==> src/psm_pkg.sv <==
// package: constants and carrier types of the pulse spacing meter
package psm_pkg;

   // ------------------------------------------------------------
   // widths
   // ------------------------------------------------------------
   localparam int CNT_W = 32;   // increment counter width
   localparam int PAR_W = 30;   // spacing, window and blocked width
   localparam int VAL_W = 32;   // output value width
   localparam int DIV_STEPS = 32;  // cycles of one remainder run

   // ------------------------------------------------------------
   // command codes
   // ------------------------------------------------------------
   localparam logic [7:0] CMD_RESET     = 8'h00;
   localparam logic [7:0] CMD_START     = 8'h01;
   localparam logic [7:0] CMD_VALUE_NEW = 8'h05;

   // ------------------------------------------------------------
   // mode bit positions and limitation codes
   // ------------------------------------------------------------
   localparam int MODE_ABS_BIT    = 0;
   localparam int MODE_RESEED_BIT = 1;
   localparam int MODE_LIM_LSB    = 2;
   localparam logic [1:0] LIM_NONE = 2'h0;
   localparam logic [1:0] LIM_POS  = 2'h1;
   localparam logic [1:0] LIM_NEG  = 2'h2;

   // ------------------------------------------------------------
   // reset values and counter maximum
   // ------------------------------------------------------------
   localparam logic [CNT_W-1:0] CNT_RST  = 32'h0000_0000;
   localparam logic [PAR_W-1:0] PAR_RST  = 30'h0000_0000;
   localparam logic [VAL_W-1:0] VAL_RST  = 32'h0000_0000;
   localparam logic [3:0]       MODE_RST = 4'h0;
   localparam logic [CNT_W-1:0] CNT_MAX  = 32'hFFFF_FFFF;

   // ------------------------------------------------------------
   // command carrier
   // ------------------------------------------------------------
   typedef struct packed {
      logic [7:0]       code;      // command_code
      logic [3:0]       mode;      // mode_bits
      logic [PAR_W-1:0] spacing;   // command spacing
      logic [PAR_W-1:0] window;    // tolerance window, 0 = no window check
      logic [PAR_W-1:0] blocked;   // blocked distance, 0 = none
   } psm_cmd_s;

endpackage

==> src/psm_modulo.sv <==
// iterative remainder unit: dividend modulo divisor, one bit per cycle
`timescale 1ns/10ps
module psm_modulo
   import psm_pkg::*;
(
   // clock and reset
   input  wire logic             i_clk,
   input  wire logic             i_reset,
   // request
   input  wire logic             i_start,
   input  wire logic [CNT_W-1:0] i_dividend,
   input  wire logic [PAR_W-1:0] i_divisor,
   // answer
   output logic                  o_done,
   output logic [CNT_W-1:0]      o_rem
);

   logic [CNT_W:0]   rem_reg;
   logic [CNT_W-1:0] dq_reg;
   logic [CNT_W-1:0] div_reg;
   logic [5:0]       step_reg;
   logic             busy_reg;
   logic [CNT_W:0]   shifted;

   assign shifted = {rem_reg[CNT_W-1:0], dq_reg[CNT_W-1]};
   assign o_rem   = rem_reg[CNT_W-1:0];

   // restoring division; a zero divisor returns the dividend unchanged
   always_ff @(posedge i_clk) begin
      if (i_reset) begin
         rem_reg  <= '0;
         dq_reg   <= '0;
         div_reg  <= '0;
         step_reg <= '0;
         busy_reg <= 1'b0;
         o_done   <= 1'b0;
      end else begin
         o_done <= 1'b0;
         if (i_start) begin
            div_reg  <= {2'b00, i_divisor};
            step_reg <= 6'(DIV_STEPS);
            if (i_divisor == PAR_RST) begin
               rem_reg  <= {1'b0, i_dividend};
               busy_reg <= 1'b0;
               o_done   <= 1'b1;
            end else begin
               rem_reg  <= '0;
               dq_reg   <= i_dividend;
               busy_reg <= 1'b1;
            end
         end else if (busy_reg) begin
            dq_reg   <= {dq_reg[CNT_W-2:0], 1'b0};
            step_reg <= step_reg - 6'd1;
            if (shifted >= {1'b0, div_reg}) begin
               rem_reg <= shifted - {1'b0, div_reg};
            end else begin
               rem_reg <= shifted;
            end
            if (step_reg == 6'd1) begin
               busy_reg <= 1'b0;
               o_done   <= 1'b1;
            end
         end
      end
   end

endmodule

==> src/psm_pulse_spacing_meter.sv <==
// pulse spacing meter: mark-to-mark distance in encoder increments
`timescale 1ns/10ps

// Function
// RQ1: count increment edges between successive mark pulses
// RQ2: mark valid only inside tolerance window
// RQ3: reject marks within blocked distance after valid
// RQ4: new value strobe high one function cycle
// RQ5: output value changes only on valid mark
// RQ6: valid flag stays high while marks valid
// RQ7: value-new command updates parameters while running; ignored here during a remainder run
// RQ8: mode bits captured only at start command
// RQ9: difference mode outputs spacing minus command spacing
// RQ10: difference taken modulo the command spacing
// RQ11: positive limit range zero to spacing minus one
// RQ12: negative limit range minus spacing plus one to zero
// RQ13: no limit range minus half to plus half
// RQ14: positive limit needs spacing at least command
// RQ15: negative limit needs spacing below command
// RQ16: no limit: every in-window mark valid
// RQ17: reseed bit makes invalid mark new start
// RQ18: absolute mode outputs raw spacing, still blocked
// RQ19: mode bit0 absolute, bit1 reseed
// RQ20: mode bits three and two select limitation
// RQ21: command codes reset zero, start one, update five
// RQ22: blocked distance zero disables blocking
// RQ23: counter restarts at each new start point
// RQ24: reset command clears flags, counters, output production
module psm_pulse_spacing_meter
   import psm_pkg::*;
(
   // clock and reset
   input  wire logic                    i_clk,
   input  wire logic                    i_reset,
   // pulse generator input
   input  wire logic                    i_inc_a,
   input  wire logic                    i_inc_b,
   input  wire logic                    i_mark,
   // cyclic controller
   input  wire logic                    i_cycle_tick,
   input  wire logic                    i_cmd_valid,
   input  wire psm_cmd_s                i_cmd,
   // results
   output logic signed [VAL_W-1:0]      o_value,
   output logic                         o_new_value_strobe,
   output logic                         o_pulse_valid_flag,
   output logic                         o_running
);

   // ------------------------------------------------------------
   // declarations
   // ------------------------------------------------------------
   typedef enum logic [3:0] {
      ST_IDLE  = 4'b0001,   // basic state, nothing measured
      ST_ARMED = 4'b0010,   // waiting for the first start point
      ST_RUN   = 4'b0100,   // counting towards the next mark
      ST_CALC  = 4'b1000    // remainder being formed
   } psm_state_e;

   psm_state_e              state_reg;
   psm_state_e              state_next;
   logic [3:0]              mode_reg;
   logic [PAR_W-1:0]        spacing_reg;
   logic [PAR_W-1:0]        window_reg;
   logic [PAR_W-1:0]        blocked_reg;
   logic [CNT_W-1:0]        count_reg;
   logic [CNT_W-1:0]        count_next;
   logic [CNT_W-1:0]        cap_reg;
   logic                    mark_d_reg;
   logic                    blk_arm_reg;
   logic                    pend_reg;
   logic signed [VAL_W-1:0] pend_val_reg;

   logic                    step;
   logic                    mark_rise;
   logic                    cmd_start;
   logic                    cmd_reset;
   logic                    cmd_update;
   logic                    in_blocked;
   logic                    take_mark;
   logic                    mod_done;
   logic [CNT_W-1:0]        mod_rem;
   logic                    decide;
   logic                    valid;
   logic                    restart;
   logic signed [VAL_W-1:0] result;
   logic                    abs_mode;
   logic                    reseed;
   logic [1:0]              lim;
   logic signed [CNT_W:0]   rem_s;
   logic signed [CNT_W:0]   sp_s;
   logic signed [CNT_W:0]   u_none;
   logic signed [CNT_W:0]   u_neg;
   logic [CNT_W:0]          u_mag;
   logic                    in_win;

   // ------------------------------------------------------------
   // encoder edges and remainder unit
   // ------------------------------------------------------------
   psm_quad_edge u_edge (
      .i_clk   (i_clk),
      .i_reset (i_reset),
      .i_inc_a (i_inc_a),
      .i_inc_b (i_inc_b),
      .o_step  (step)
   );

   psm_modulo u_mod (
      .i_clk      (i_clk),
      .i_reset    (i_reset),
      .i_start    (take_mark),
      .i_dividend (count_reg),
      .i_divisor  (spacing_reg),
      .o_done     (mod_done),
      .o_rem      (mod_rem)
   );

   // ------------------------------------------------------------
   // command decode
   // ------------------------------------------------------------
   // only the three documented codes act; others are ignored
   assign cmd_start  = i_cmd_valid && (i_cmd.code == CMD_START);     // RQ21
   assign cmd_reset  = i_cmd_valid && (i_cmd.code == CMD_RESET);     // RQ21
   assign cmd_update = i_cmd_valid && (i_cmd.code == CMD_VALUE_NEW)
                       && (state_reg != ST_IDLE);                    // RQ21

   // mode fields come from the copy taken at start
   assign abs_mode = mode_reg[MODE_ABS_BIT];                         // RQ19
   assign reseed   = mode_reg[MODE_RESEED_BIT];                      // RQ19
   assign lim      = mode_reg[MODE_LIM_LSB +: 2];                    // RQ20

   // ------------------------------------------------------------
   // mark detection
   // ------------------------------------------------------------
   // previous mark level for rising edge detection
   always_ff @(posedge i_clk) begin
      if (i_reset) begin
         mark_d_reg <= 1'b0;
      end else begin
         mark_d_reg <= i_mark;
      end
   end

   assign mark_rise = i_mark & ~mark_d_reg;

   // blocking only follows a valid mark, and a zero distance disables it
   assign in_blocked = blk_arm_reg && (blocked_reg != PAR_RST)
                       && (count_reg < {2'b00, blocked_reg});       // RQ3 RQ22

   // a mark is evaluated only while counting; marks during a
   // remainder run are dropped, which bounds the mark rate
   assign take_mark = (state_reg == ST_RUN) && mark_rise && !in_blocked
                      && !cmd_start && !cmd_reset;                   // RQ1

   assign decide = (state_reg == ST_CALC) && mod_done;

   // ------------------------------------------------------------
   // evaluation of one captured spacing
   // ------------------------------------------------------------
   assign rem_s  = $signed({1'b0, mod_rem});
   assign sp_s   = $signed({3'b000, spacing_reg});
   // signed difference folded into minus half .. plus half
   assign u_none = (mod_rem > {3'b000, spacing_reg[PAR_W-1:1]})
                   ? rem_s - sp_s : rem_s;                           // RQ10 RQ13
   assign u_neg  = (mod_rem == CNT_RST) ? rem_s : rem_s - sp_s;     // RQ12
   assign u_mag  = u_none[CNT_W] ? 33'(-u_none) : 33'(u_none);
   assign in_win = (window_reg == PAR_RST)
                   || (u_mag <= {3'b000, window_reg});               // RQ2

   // validity and output value for the captured spacing
   always_comb begin
      valid  = 1'b0;
      result = VAL_RST;
      if (abs_mode) begin
         valid  = 1'b1;                                              // RQ18
         result = $signed(cap_reg);                                  // RQ18
      end else if (spacing_reg == PAR_RST) begin
         // no command spacing: the value reproduces the spacing
         valid  = 1'b1;
         result = $signed(cap_reg);
      end else begin
         case (lim)
            LIM_POS: begin
               valid  = in_win && (cap_reg >= {2'b00, spacing_reg});  // RQ14
               result = $signed(mod_rem);                            // RQ11
            end
            LIM_NEG: begin
               valid  = in_win && (cap_reg < {2'b00, spacing_reg});   // RQ15
               result = u_neg[VAL_W-1:0];                            // RQ12
            end
            LIM_NONE: begin
               valid  = in_win;                                      // RQ16
               result = u_none[VAL_W-1:0];                           // RQ9 RQ13
            end
            default: begin
               // undefined limitation code acts as no limitation
               valid  = in_win;
               result = u_none[VAL_W-1:0];
            end
         endcase
      end
   end

   // an invalid mark becomes the start point only with the reseed bit
   assign restart = decide && (valid || reseed);                     // RQ17 RQ23

   // ------------------------------------------------------------
   // state machine
   // ------------------------------------------------------------
   // next state; reset command wins over a start in the same cycle
   always_comb begin
      state_next = state_reg;
      case (state_reg)
         ST_IDLE: begin
            if (cmd_start) begin
               state_next = ST_ARMED;
            end
         end
         ST_ARMED: begin
            if (mark_rise) begin
               state_next = ST_RUN;
            end
         end
         ST_RUN: begin
            if (take_mark) begin
               state_next = ST_CALC;
            end
         end
         ST_CALC: begin
            if (mod_done) begin
               state_next = ST_RUN;
            end
         end
         default: begin
            state_next = ST_IDLE;
         end
      endcase
      if (cmd_start && (state_reg != ST_IDLE)) begin
         state_next = ST_ARMED;
      end
      if (cmd_reset) begin
         state_next = ST_IDLE;                                       // RQ24
      end
   end

   // state register
   always_ff @(posedge i_clk) begin
      if (i_reset) begin
         state_reg <= ST_IDLE;
      end else begin
         state_reg <= state_next;
      end
   end

   // ------------------------------------------------------------
   // parameters and mode
   // ------------------------------------------------------------
   // mode only at start; spacing, window and blocked also on update
   always_ff @(posedge i_clk) begin
      if (i_reset) begin
         mode_reg    <= MODE_RST;
         spacing_reg <= PAR_RST;
         window_reg  <= PAR_RST;
         blocked_reg <= PAR_RST;
      end else if (cmd_start) begin
         mode_reg    <= i_cmd.mode;                                  // RQ8
         spacing_reg <= i_cmd.spacing;
         window_reg  <= i_cmd.window;
         blocked_reg <= i_cmd.blocked;
      end else if (cmd_update && (state_reg != ST_CALC)) begin
         // ignored during a remainder run so the divisor stays put
         spacing_reg <= i_cmd.spacing;                               // RQ7
         window_reg  <= i_cmd.window;                                // RQ7
         blocked_reg <= i_cmd.blocked;                               // RQ7
      end
   end

   // ------------------------------------------------------------
   // increment counter
   // ------------------------------------------------------------
   // the counter keeps running during a remainder run; on a restart
   // the increments seen since the mark are carried over
   always_comb begin
      count_next = count_reg;
      if (state_reg == ST_IDLE || cmd_start) begin
         count_next = CNT_RST;                                       // RQ24
      end else if (state_reg == ST_ARMED && mark_rise) begin
         count_next = CNT_RST;                                       // RQ23
      end else if (restart) begin
         count_next = count_reg - cap_reg;                           // RQ23
      end
      if (step && state_reg != ST_IDLE && !cmd_start && !cmd_reset
          && count_next != CNT_MAX) begin
         count_next = count_next + 32'h0000_0001;                    // RQ1
      end
      if (cmd_reset) begin
         count_next = CNT_RST;                                       // RQ24
      end
   end

   // counter register
   always_ff @(posedge i_clk) begin
      if (i_reset) begin
         count_reg <= CNT_RST;
      end else begin
         count_reg <= count_next;
      end
   end

   // spacing captured at the mark
   always_ff @(posedge i_clk) begin
      if (i_reset) begin
         cap_reg <= CNT_RST;
      end else if (take_mark) begin
         cap_reg <= count_reg;                                       // RQ1
      end
   end

   // blocking armed by a valid mark, disarmed by any other start point
   always_ff @(posedge i_clk) begin
      if (i_reset || cmd_reset || cmd_start) begin
         blk_arm_reg <= 1'b0;
      end else if (decide && valid) begin
         blk_arm_reg <= 1'b1;                                        // RQ3
      end else if (restart) begin
         blk_arm_reg <= 1'b0;
      end
   end

   // ------------------------------------------------------------
   // result hand-off on the function cycle
   // ------------------------------------------------------------
   // pending result; a new value in the tick cycle is kept, not lost
   always_ff @(posedge i_clk) begin
      if (i_reset || cmd_reset || cmd_start) begin
         pend_reg     <= 1'b0;
         pend_val_reg <= VAL_RST;
      end else if (decide && valid) begin
         pend_reg     <= 1'b1;                                       // RQ5
         pend_val_reg <= result;                                     // RQ5
      end else if (i_cycle_tick) begin
         pend_reg     <= 1'b0;
      end
   end

   // output value written only from a valid pending result
   always_ff @(posedge i_clk) begin
      if (i_reset) begin
         o_value <= VAL_RST;
      end else if (i_cycle_tick && pend_reg && !cmd_reset) begin
         o_value <= pend_val_reg;                                    // RQ5
      end
   end

   // strobe spans exactly one function cycle, tick to tick
   always_ff @(posedge i_clk) begin
      if (i_reset || cmd_reset) begin
         o_new_value_strobe <= 1'b0;                                 // RQ24
      end else if (i_cycle_tick) begin
         o_new_value_strobe <= pend_reg;                             // RQ4
      end
   end

   // valid flag follows the verdict on each evaluated mark
   always_ff @(posedge i_clk) begin
      if (i_reset || cmd_reset || cmd_start) begin
         o_pulse_valid_flag <= 1'b0;                                 // RQ24
      end else if (decide) begin
         o_pulse_valid_flag <= valid;                                // RQ6
      end
   end

   // running indication for the controller
   always_ff @(posedge i_clk) begin
      if (i_reset) begin
         o_running <= 1'b0;
      end else begin
         o_running <= (state_next != ST_IDLE);
      end
   end

endmodule

==> src/psm_quad_edge.sv <==
// increment edge detector for the two encoder increment lines
`timescale 1ns/10ps
module psm_quad_edge
   import psm_pkg::*;
(
   // clock and reset
   input  wire logic i_clk,
   input  wire logic i_reset,
   // increment lines
   input  wire logic i_inc_a,
   input  wire logic i_inc_b,
   // one pulse per increment edge
   output logic      o_step
);

   logic a_d_reg;
   logic b_d_reg;

   // previous line levels
   always_ff @(posedge i_clk) begin
      if (i_reset) begin
         a_d_reg <= 1'b0;
         b_d_reg <= 1'b0;
      end else begin
         a_d_reg <= i_inc_a;
         b_d_reg <= i_inc_b;
      end
   end

   // any edge on either line is one increment; direction is not used
   always_ff @(posedge i_clk) begin
      if (i_reset) begin
         o_step <= 1'b0;
      end else begin
         o_step <= (i_inc_a ^ a_d_reg) | (i_inc_b ^ b_d_reg);
      end
   end

endmodule

==> config.mk <==
export PLATFORM = sky130hd
export DESIGN_NAME = psm_pulse_spacing_meter
export DESIGN_NICKNAME = d
export VERILOG_FILES = /design/src/psm_pkg.sv /design/src/psm_modulo.sv /design/src/psm_pulse_spacing_meter.sv /design/src/psm_quad_edge.sv
export SDC_FILE = /design/constraint.sdc
export NUM_CORES = 1
export LEC_CHECK = 0
export BUFFER_PORTS_ARGS = -buffer_cell sky130_fd_sc_hd__buf_2
export CORE_ASPECT_RATIO = 2
export CORE_MARGIN = 2
export CORE_UTILIZATION = 45
export CTS_BUF_LIST = sky130_fd_sc_hd__clkbuf_8
export DETAILED_ROUTE_END_ITERATION = 16
export GPL_TIMING_DRIVEN = 0
export HOLD_SLACK_MARGIN = 0.1
export PLACE_DENSITY = 0.59
export SYNTH_ARGS = -nofsm -noshare
export SYNTH_HDL_FRONTEND = slang
export SYNTH_SLANG_ARGS = --single-unit
==> constraint.sdc <==
create_clock -name i_clk -period 24.1 [get_ports i_clk]
set_input_delay 0 -clock i_clk [delete_from_list [all_inputs] [get_ports i_clk]]
set_output_delay 0 -clock i_clk [all_outputs]
set_load 0.01 [all_outputs]
# == Yosys cells after proc, flatten, opt, wreduce, memory -nomap -nowiden ==
# Cells that the tools add are included.
# word_totals
inputBits,109
out_inout_bits,35
reg_bits,337
elab_cells,147
# op_classes
mux,47
n_addsub,6
n_lt_le_gt_ge,6
n_reduce_logical,44
n_bitwise,5
n_eq_ne,14
# ops
cell,count
32-bit 2-to-1 mux,14
30-bit 2-to-1 mux,6
33-bit 2-to-1 mux,2
32-bit by 30-bit < comparator with 1-bit output,2
32-bit case mux with 2 select lines,1
30-bit zero test,2
33-bit by 30-bit >= comparator with 1-bit output,1
33-bit by 30-bit less-or-equal comparator with 1-bit output,1
33-bit negation,1
32-bit by 30-bit subtractor with 33-bit output,1
"32-bit by 1-bit adder with 32-bit output, second input constant",1
32-bit by 30-bit >= comparator with 1-bit output,1
32-bit by 29-bit > comparator with 1-bit output,1
32-bit zero test,1
"32-bit inequality test, second input constant",1
32-bit by 30-bit subtractor with 32-bit output,1
32-bit subtractor,1
30-bit nonzero test,1
1-bit logical AND,24
4-bit 2-to-1 mux,6
4-bit case mux with 4 select lines,1
1-bit 2-to-1 mux,14
6-bit 2-to-1 mux,2
"8-bit by 1-bit equality test with 1-bit output, second input constant",1
other kinds (23),35

# == Longest topological paths before layout ==
# Gate-level depths: netlist (run 1).
# logic_depth
word_depth,18
mapped_depth,46
mapped_depth_nobuf,38

# == By module ==
# Synthesis (run 1) repeated with hierarchy kept, for this count alone.
# unflattened
hier_cells,3355
area_unflattened_um2,25300.5
# by_module_without_submodules
mod,n_inst,seq_area_each_um2,cells_each,area_each_um2
psm_pulse_spacing_meter,1,4644.5,2513,18530.3
psm_modulo,1,2042.0,834,6675.2
psm_quad_edge,1,60.1,8,95.1

# == Least setup slack after synthesis (run 1) ==
# OpenSTA, ideal clock, no wires.
# synth_timing
kind,register to register
start,register spacing_reg[12]
end,register count_reg[24]
arrival_time_ns,8.875
n_path_buf,6
slack_ns,15.110
stages_incl_launch_ff,41
t_required_ns,23.985
period_less_slack_ns,8.990
setup_ns,0.115
path_cell_list,dfxtp_1 inv_1 ha_1 and3_1 a221oi_1 nor2b_1 or4_1 a21o_1 buf_1 buf_1 clkbuf_1 o21ai_0 ha_1 nand2_1 or4_1 o41ai_1 and2_1 and4_1 [... 5 more ...] and3_1 nand3_1 or4_1 a21bo_2 o31a_1 a311o_1 buf_6 o21ai_2 buf_6 clkbuf_1 nand2_1 a21oi_1 ha_1 nand2_1 a211o_1 a2111oi_4 a31oi_1 o21a_1
# synth_via
elab_chain_cells,18
elab_cells_between_ends,24
cone_classes,add/sub: 3; order compare: 4; eq/ne: 1; mux: 9; reduce/logical: 7
# synth_lines
element,line,source
"start, declared",psm_pulse_spacing_meter.sv:63,logic [PAR_W-1:0] spacing_reg;
"start signal, assigned",psm_pulse_spacing_meter.sv:267,spacing_reg <= i_cmd.spacing;
"start signal, assigned",psm_pulse_spacing_meter.sv:272,spacing_reg <= i_cmd.spacing;
32-bit by 30-bit subtractor with 33-bit output / 32-bit by 29-bit > comparator with 1-bit output (equally long branches),-,
33-bit 2-to-1 mux,psm_pulse_spacing_meter.sv:164,? rem_s - sp_s : rem_s;
33-bit negation,psm_pulse_spacing_meter.sv:166,assign u_mag = u_none[CNT_W] ? 33'(-u_none) : 33'(u_none);
33-bit 2-to-1 mux,psm_pulse_spacing_meter.sv:166,
33-bit by 30-bit less-or-equal comparator with 1-bit output,psm_pulse_spacing_meter.sv:168,"|| (u_mag <= {3'b000, window_reg});"
1-bit logical OR,psm_pulse_spacing_meter.sv:168,
"1-bit logical AND, on equally long branches","psm_pulse_spacing_meter.sv:188, psm_pulse_spacing_meter.sv:184",
1-bit case mux with 2 select lines,psm_pulse_spacing_meter.sv:182,case (lim)
1-bit 2-to-1 mux *,psm_pulse_spacing_meter.sv:177,end else if (spacing_reg == PAR_RST) begin
1-bit 2-to-1 mux *,psm_pulse_spacing_meter.sv:174,if (abs_mode) begin
1-bit logical OR *,psm_pulse_spacing_meter.sv:205,assign restart = decide && (valid || reseed);
1-bit logical AND *,psm_pulse_spacing_meter.sv:205,
32-bit 2-to-1 mux *,psm_pulse_spacing_meter.sv:289,end else if (restart) begin
32-bit 2-to-1 mux *,psm_pulse_spacing_meter.sv:287,end else if (state_reg == ST_ARMED && mark_rise) begin
32-bit 2-to-1 mux *,psm_pulse_spacing_meter.sv:285,if (state_reg == ST_IDLE || cmd_start) begin
"parallel branches: the longest is 2 deep, another holds 32-bit by 1-bit adder with 32-bit output",-,
32-bit 2-to-1 mux *,psm_pulse_spacing_meter.sv:292,if (step && state_reg != ST_IDLE && !cmd_start && !cmd_reset
"end signal, assigned",psm_pulse_spacing_meter.sv:306,count_reg <= count_next;
"end, declared",psm_pulse_spacing_meter.sv:66,logic [CNT_W-1:0] count_reg;
# Mark *: on every way between the ends.
# A chain may end at the register's enable or synchronous reset.

# == Final worst setup path (run 1) ==
# layout_timing
start,register u_mod.rem_reg[15]
end,register count_reg[28]
# layout_via
elab_chain_cells,18
elab_cells_between_ends,21
cone_classes,add/sub: 3; order compare: 2; eq/ne: 1; mux: 9; reduce/logical: 6
# layout_lines
element,line,source
"start, declared",psm_modulo.sv:18,logic [CNT_W:0] rem_reg;
"start signal, assigned",psm_modulo.sv:43,"rem_reg <= {1'b0, i_dividend};"
"start signal, assigned",psm_modulo.sv:55,"rem_reg <= shifted - {1'b0, div_reg};"
"start signal, assigned",psm_modulo.sv:57,rem_reg <= shifted;
32-bit by 30-bit subtractor with 33-bit output / 32-bit by 29-bit > comparator with 1-bit output (equally long branches),-,
33-bit 2-to-1 mux *,psm_pulse_spacing_meter.sv:164,
33-bit negation,psm_pulse_spacing_meter.sv:166,
33-bit 2-to-1 mux *,psm_pulse_spacing_meter.sv:166,
33-bit by 30-bit less-or-equal comparator with 1-bit output *,psm_pulse_spacing_meter.sv:168,
1-bit logical OR *,psm_pulse_spacing_meter.sv:168,
"1-bit logical AND, on equally long branches","psm_pulse_spacing_meter.sv:188, psm_pulse_spacing_meter.sv:184",
1-bit case mux with 2 select lines *,psm_pulse_spacing_meter.sv:182,
1-bit 2-to-1 mux *,psm_pulse_spacing_meter.sv:177,
1-bit 2-to-1 mux *,psm_pulse_spacing_meter.sv:174,
1-bit logical OR *,psm_pulse_spacing_meter.sv:205,
1-bit logical AND *,psm_pulse_spacing_meter.sv:205,
32-bit 2-to-1 mux *,psm_pulse_spacing_meter.sv:289,
32-bit 2-to-1 mux *,psm_pulse_spacing_meter.sv:287,
32-bit 2-to-1 mux *,psm_pulse_spacing_meter.sv:285,
"parallel branches: the longest is 2 deep, another holds 32-bit by 1-bit adder with 32-bit output",-,
32-bit 2-to-1 mux *,psm_pulse_spacing_meter.sv:292,
# Marked as above.

==> metrics.yaml, run 1 <==
numCtsBuffers: 52
slew_headroom_pct: 17.38
p_sw_uw: 312.9
critPathMaxFanout: 10
crit_path_start: "u_mod.rem_reg[15]"
overflow: 0
critPathMaxStageDelay_ns: 0.97
period_needed_ns: 12.28
required_ns: 24.72
pre_cts_slack_ns: 12.28
min_path_type: "input pin to flop"
antenna_found_initial: 2
postCtsSetupBuffers: 0
hold_start: "i_cmd[58]"
seq_area_frac_synth_pct: 27.64
avgSynthCellArea_um2: 7.315
core_area_mm2: 0.05360
drtPass1Iterations: 7
grt_max_degree: 16
p_per_area_mw_per_mm2: 41.97
drc: 0
clock_path_buffers: 3
vias: 27717
clock_latency_ns: 0.70
die_y_um: 333.4
place_congestion: 1.046
outcome: "complete, no violations"
synthFlopType: "dfxtp_1"
final_util_pct: 53.83
pwr-share-comb_pct: 7.1
final-max-slew-violation-count: 0
grt_pass1_wl_um: 174900
setup_viol_count_final: 0
criticalPathCategory: "flop to flop"
post_cts_resize_count: 0
grt_pass1_vias: 28256
critPathArrivalTime_ns: 12.89
post-route-period-util_pct: 50.94
hold_ws_ns: 0.1109
seqPwrFrac_pct: 46.1
setup_tns_ns: 0
r2r_start: "u_mod.rem_reg[15]"
num_rows: 120
netlist_instances: 3337
cts_sinks: 337
rsz0062_at_grt: "no"
netSwitchingFraction_pct: 25.84
fin_worst_skew_ns: 0.06183
slowest_stage: "dfxtp_1"
htree_num_levels: 2
p_clk_share_pct: 46.8
layout-drive-gt1-share_pct: 7.777
wirelength_um: 119600
ys_types: 97
syn-cell-area_mm2: 0.02441
async_reset_ff_share_pct: 0
power.internal_uw: 898.2
clkTransAtPathRegs_ns: 0.07
cts-root-buf: "clkbuf_8"
synth_fp_nets: 3664
start_util_pct: 45.54
max_cap_violations: 0
dieArea_mm2: 0.05624
track_usage_pct: 41.91
io_pins: 144
p_leak_uw: 0.01078
hold_violations: 0
cts_tree: "built"
via_per_inst: 6.279
drt_iter0_markers: 2083
fmax_mhz: 81.46
worstSetupEndpointType: "flop"
worst_pin_slew_ns: 1.239
layout.nets: 4029
area_growth_pct: 18.21
ant_nets: 0
synth_edf_count: 0
port_buffers: 143
yosysWarnings: 0
critPathLaunchType: "flop"
ys_ff_latch: 337
dieWidth_um: 168.7
wire_per_inst_um: 27.09
ir_drop_uv: 42.13
setup_ws_ns: 11.82
dpl.hpwl_um: 93980
power by group through the flow:
stage	Clock [uW]	Sequential, uW	Combinational, uW
after CTS	572	558	81.7
after floorplan	0	570	30.5
after global placement	0	571	61.3
final	567	558	86.2
after detailed placement	0	571	61.7
after global routing	596	558	90.0
synth_stat cells, types with 8 or more instances:
| cell type | count | area, um2 |
|---|---|---|
| nor2_1 | 238 | 893.4 |
| nor4_1 | 42 | 262.8 |
| o21a_1 | 29 | 217.7 |
| mux2i_1 | 38 | 380.4 |
| o2111a_1 | 8 | 90.09 |
| o21ai_0 | 116 | 580.6 |
| a211oi_1 | 33 | 247.7 |
| buf_1 | 11 | 41.29 |
| nor2b_1 | 21 | 131.4 |
| and3_1 | 23 | 143.9 |
| inv_1 | 203 | 762.0 |
| a311oi_1 | 33 | 289.0 |
| a21boi_0 | 10 | 75.07 |
| dfxtp_1 | 337 | 6746 |
| o31a_1 | 10 | 87.58 |
| nand2b_1 | 18 | 112.6 |
| a31oi_1 | 26 | 162.7 |
| nand3_1 | 64 | 320.3 |
| a2111oi_0 | 16 | 140.1 |
| a21oi_1 | 429 | 2147 |
| or4_1 | 15 | 112.6 |
| buf_2 | 9 | 45.04 |
| a22oi_1 | 28 | 210.2 |
| nor3_1 | 58 | 290.3 |
| clkbuf_1 | 160 | 600.6 |
| or3_1 | 30 | 187.7 |
| nand2_1 | 617 | 2316 |
| nand4_1 | 53 | 331.6 |
| and2_1 | 17 | 106.4 |
| and4_1 | 15 | 131.4 |
| o21ai_1 | 8 | 40.04 |
| o31ai_1 | 19 | 142.6 |
| o22ai_1 | 9 | 56.30 |
| o21bai_1 | 9 | 67.56 |
| xor2_1 | 44 | 385.4 |
| a41o_1 | 8 | 80.08 |
| o211ai_1 | 77 | 578.1 |
| a41oi_1 | 8 | 70.07 |
| ha_1 | 215 | 2690 |
| xnor2_1 | 56 | 490.5 |
| a21o_1 | 43 | 322.8 |
| a211o_1 | 13 | 113.9 |
routing by layer:
metal	track usage (%)	routed length, um	part of all wire, %
met1	38.11	37590	31
met2	70.91	56080	47
met3	7.844	7679	6.4
met4	51.63	18230	15
met5	0	0	0
logic make-up (layout without fill, tap and decap cells):
| kind of cell | count (synthesis) | in the layout | share of synthesized area (%) |
|---|---|---|---|
| multiplexers | 44 | 44 | 1.861 |
| buffers and inverters | 391 | 796 | 6.243 |
| other | 0 | 1 | 0 |
| adder cells (fa/ha/maj) | 218 | 218 | 11.27 |
| AO/OA/AOI/OAI | 999 | 999 | 26.21 |
| AND/OR/NAND/NOR | 1248 | 1248 | 23.19 |
| flip-flops | 337 | 337 | 27.64 |
| XOR/XNOR | 100 | 100 | 3.588 |
critical path, delay by kind of cell (launching register included):
family,cells,cell delay (ns)
xor gates and xnor gates,1,0.24
buffers and inverters,6,2.56
AOI/OAI and AO/OA,13,3.66
adders and majority gates,4,1.14
muxes,1,0.25
DFF,1,0.97
and+or+nand+nor,15,3.37
stage by stage:
| step | instance area [um2] | std cells | power (uW) |
|---|---|---|---|
| 6_report | 28850 | 4414 | 1211 |
| 5_1_grt | 28850 | 4414 | 1244 |
| 4_1_cts | 28850 | 4413 | 1212 |
| 3_5_place_dp | 25960 | 4151 | 632.3 |
| 3_3_place_gp | 25960 | 4151 | 631.9 |
| 2_1_floorplan | 24410 | 3337 | 600.7 |
cells in the final DEF (no fill, tap or decap), types with 44 or more instances in the layout:
master,n
xor2_1,44
dlygate4sd3_1,168
o211ai_1,77
nor2_1,238
a21oi_1,429
ha_1,215
nor3_1,58
xnor2_1,56
clkbuf_1,160
inv_1,212
nand4_1,53
clkbuf_8,67
buf_2,152
nand2_1,617
dfxtp_1,337
o21ai_0,116
nand3_1,64
area by class of cell:
class,count,area [um2]
Tap cell,671,839.6
Fill cell,5222,24750
Clock buffer,67,922.1
Inverter,204,765.7
Sequential cell,337,6746
Buffer,187,758.2
Timing Repair Buffer,311,2397
Antenna cell,1,2.502
Multi-Input combinational cell,2609,16140
Clock inverter,27,282.8
worst paths after layout:
kind	to	slack, ns	cells after the start
max	count_reg[28]	11.82	40
min reg2reg	o_value[7]	0.45	2
max reg2reg	count_reg[28]	11.82	40
min	window_reg[28]	0.11	4
what timing repair did:
action,4_1_cts,5_1_grt
hold buffers,168,0
endpoints found under the hold margin,118,0
endpoints found under the setup margin,0,0
Note: power is estimated with default switching activity, not from simulation.
==> run 2, diff against run 1 <==
--- a/config.mk
+++ b/config.mk
@@ -13,7 +13,7 @@
 export DETAILED_ROUTE_END_ITERATION = 16
 export GPL_TIMING_DRIVEN = 0
 export HOLD_SLACK_MARGIN = 0.1
-export PLACE_DENSITY = 0.59
+export PLACE_DENSITY = 0.61
 export SYNTH_ARGS = -nofsm -noshare
 export SYNTH_HDL_FRONTEND = slang
 export SYNTH_SLANG_ARGS = --single-unit
==> constraint.sdc (replaced) <==
create_clock -name i_clk -period 10.7 [get_ports i_clk]
set_input_delay 0 -clock i_clk [delete_from_list [all_inputs] [get_ports i_clk]]
set_output_delay 0 -clock i_clk [all_outputs]
set_load 0.01 [all_outputs]
==> run 2 against run 1 <==
  * Total power increased by 120%
  * Largest cell class unchanged
  * Die area stayed put
  * Worst hold slack better by 0.013 ns
  * Critical path depth fell by 5
  * Critical endpoint is now count_reg[27]
  * Non-clock buffer count down 14
  * Cell area down 0.29%
  * Routed wire length grew 0.64%
  * Clock-buffer cell count decreased by 1
  * Sequential power grew 130%
==> metrics.yaml, run 2 (same netlist as run 1, synthesis figures left out) <==
clock_path_buffers: 3
criticalPathCategory: "flop to flop"
drc: 0
setup_tns_ns: 0
vias: 27693
required_ns: 11.29
p_per_area_mw_per_mm2: 94.09
crit_top_cell: "a21oi_1"
pwr-share-comb_pct: 6.9
cts_sinks: 337
p_sw_uw: 699.6
dieArea_mm2: 0.05624
port_buffers: 143
fin_cells: 4402
final_cell_mix: "nand2_1 (617), a21oi_1 (429), dfxtp_1 (328)"
drt_iter0_markers: 1920
wirelength_um: 120300
grt_pass1_vias: 28042
final_common_cell: "nand2_1"
core_area_mm2: 0.05360
worst_pin_slew_ns: 1.348
dp.cells: 4152
dieWidth_um: 168.7
final-max-slew-violation-count: 0
setup_viol_count_final: 0
cts_tree: "built"
slowest_stage: "dfxtp_1"
via_per_inst: 6.291
critPathMaxFanout: 10
p_clk_share_pct: 46.7
antenna_found_initial: 7
critPathLaunchType: "flop"
grt_pass1_wl_um: 175600
period_needed_ns: 10.55
power.internal_uw: 2008
grt_max_degree: 15
critPathMaxStageDelay_ns: 0.85
die_y_um: 333.4
fin_worst_skew_ns: 0.04136
min_path_type: "input pin to flop"
seqPwrFrac_pct: 46.4
ir_drop_uv: 93.01
netSwitchingFraction_pct: 25.84
track_usage_pct: 42.18
wire_per_inst_um: 27.34
clkTransAtPathRegs_ns: 0.07
numCtsBuffers: 52
post-route-period-util_pct: 98.58
outcome: "complete, no violations"
drtPass1Iterations: 10
place_congestion: 1.049
clock_latency_ns: 0.68
ant_nets: 0
layout-drive-gt1-share_pct: 8.722
dpl.hpwl_um: 94740
max_cap_violations: 0
layout.nets: 4015
area_growth_pct: 17.87
cts-root-buf: "clkbuf_8"
critPathArrivalTime_ns: 11.14
final_util_pct: 53.68
io_pins: 144
overflow: 0
hold_violations: 0
worstSetupEndpointType: "flop"
slew_headroom_pct: 10.11
fmax_mhz: 94.81
start_util_pct: 45.54
p_leak_uw: 0.01076
num_rows: 120
htree_num_levels: 2
## run 2: changes by cell type in the layout (fill, tap and decap cells not counted), moves of 2 or more
cell	before	now
inv_1	212	204
clkbuf_4	0	3
buf_4	2	10
clkinvlp_4	4	8
diode_2	1	5
dfxtp_2	0	8
clkbuf_1	160	158
dfxtp_1	337	328
dlygate4sd3_1	168	146
clkinv_2	6	8
buf_1	11	9
## run 2: metrics by stage
step	setup WS (ns)	total power, uW	area [um2]	hold WS [ns]
6_report	0.1521	2707	28770	0.1238
5_1_grt	-0.02156	2772	28760	0.1387
4_1_cts	0.03608	2711	28640	0.1003
3_5_place_dp	-1.561	1423	25970	0.2447
3_3_place_gp	-1.550	1422	25960	0.2322
2_1_floorplan	1.710	1353	24410	0.1282
## run 2: area by class of cell
type                    instances  area [um2]
diodes                          5       12.51
plain buffers                 186       765.7
clock buffers                  66       908.4
clock inverters                26       260.3
fillers                      5283       24830
inverters                     204       792.0
multi-input cells            2609       16190
flip-flops and latches        337        6760
well taps                     671       839.6
repair buffers                298        2242
## run 2: final timing paths
path                            slack (ns)  cells past startpoint        startpoint        endpoint
worst max-delay path                  0.15                     35    spacing_reg[0]   count_reg[27]
worst min-delay path                  0.12                      4         i_cmd[41]  window_reg[11]
worst max register to register        0.15                     35    spacing_reg[0]   count_reg[27]
worst min register to register        0.45                      2  pend_val_reg[10]     o_value[10]
## run 2: power by group through the flow
stage / Sequential (uW) / Clock (uW) / Combinational (uW)
3_3_place_gp: 1290 / 0 / 137
3_5_place_dp: 1290 / 0 / 138
2_1_floorplan: 1280 / 0 / 68.6
5_1_grt: 1260 / 1320 / 195
4_1_cts: 1260 / 1280 / 179
6_report: 1260 / 1260 / 187
## run 2: critical path: cells and delay by family (launching register included)
| family | cells | cell delay, ns |
|---|---|---|
| AO/OA/AOI/OAI | 15 | 4.06 |
| flip-flops | 1 | 0.85 |
| XOR/XNOR | 2 | 0.63 |
| AND/OR/NAND/NOR | 10 | 2.97 |
| adder cells (fa/ha/maj) | 4 | 1.24 |
| buffers and inverters | 4 | 0.69 |
## run 2: what timing repair did
item,4_1_cts,5_1_grt
hold buffers,146,0
pin swaps,1,0
setup buffers,1,7
hold endpoints to repair,116,0
resized for setup,16,22
setup endpoints to repair,62,32
## run 2: per-layer routing
layer	routed length, um	global-route usage, %
met4	16920	47.19
met1	38170	38.65
met2	57840	73.46
met5	35	0
met3	7374	7.690
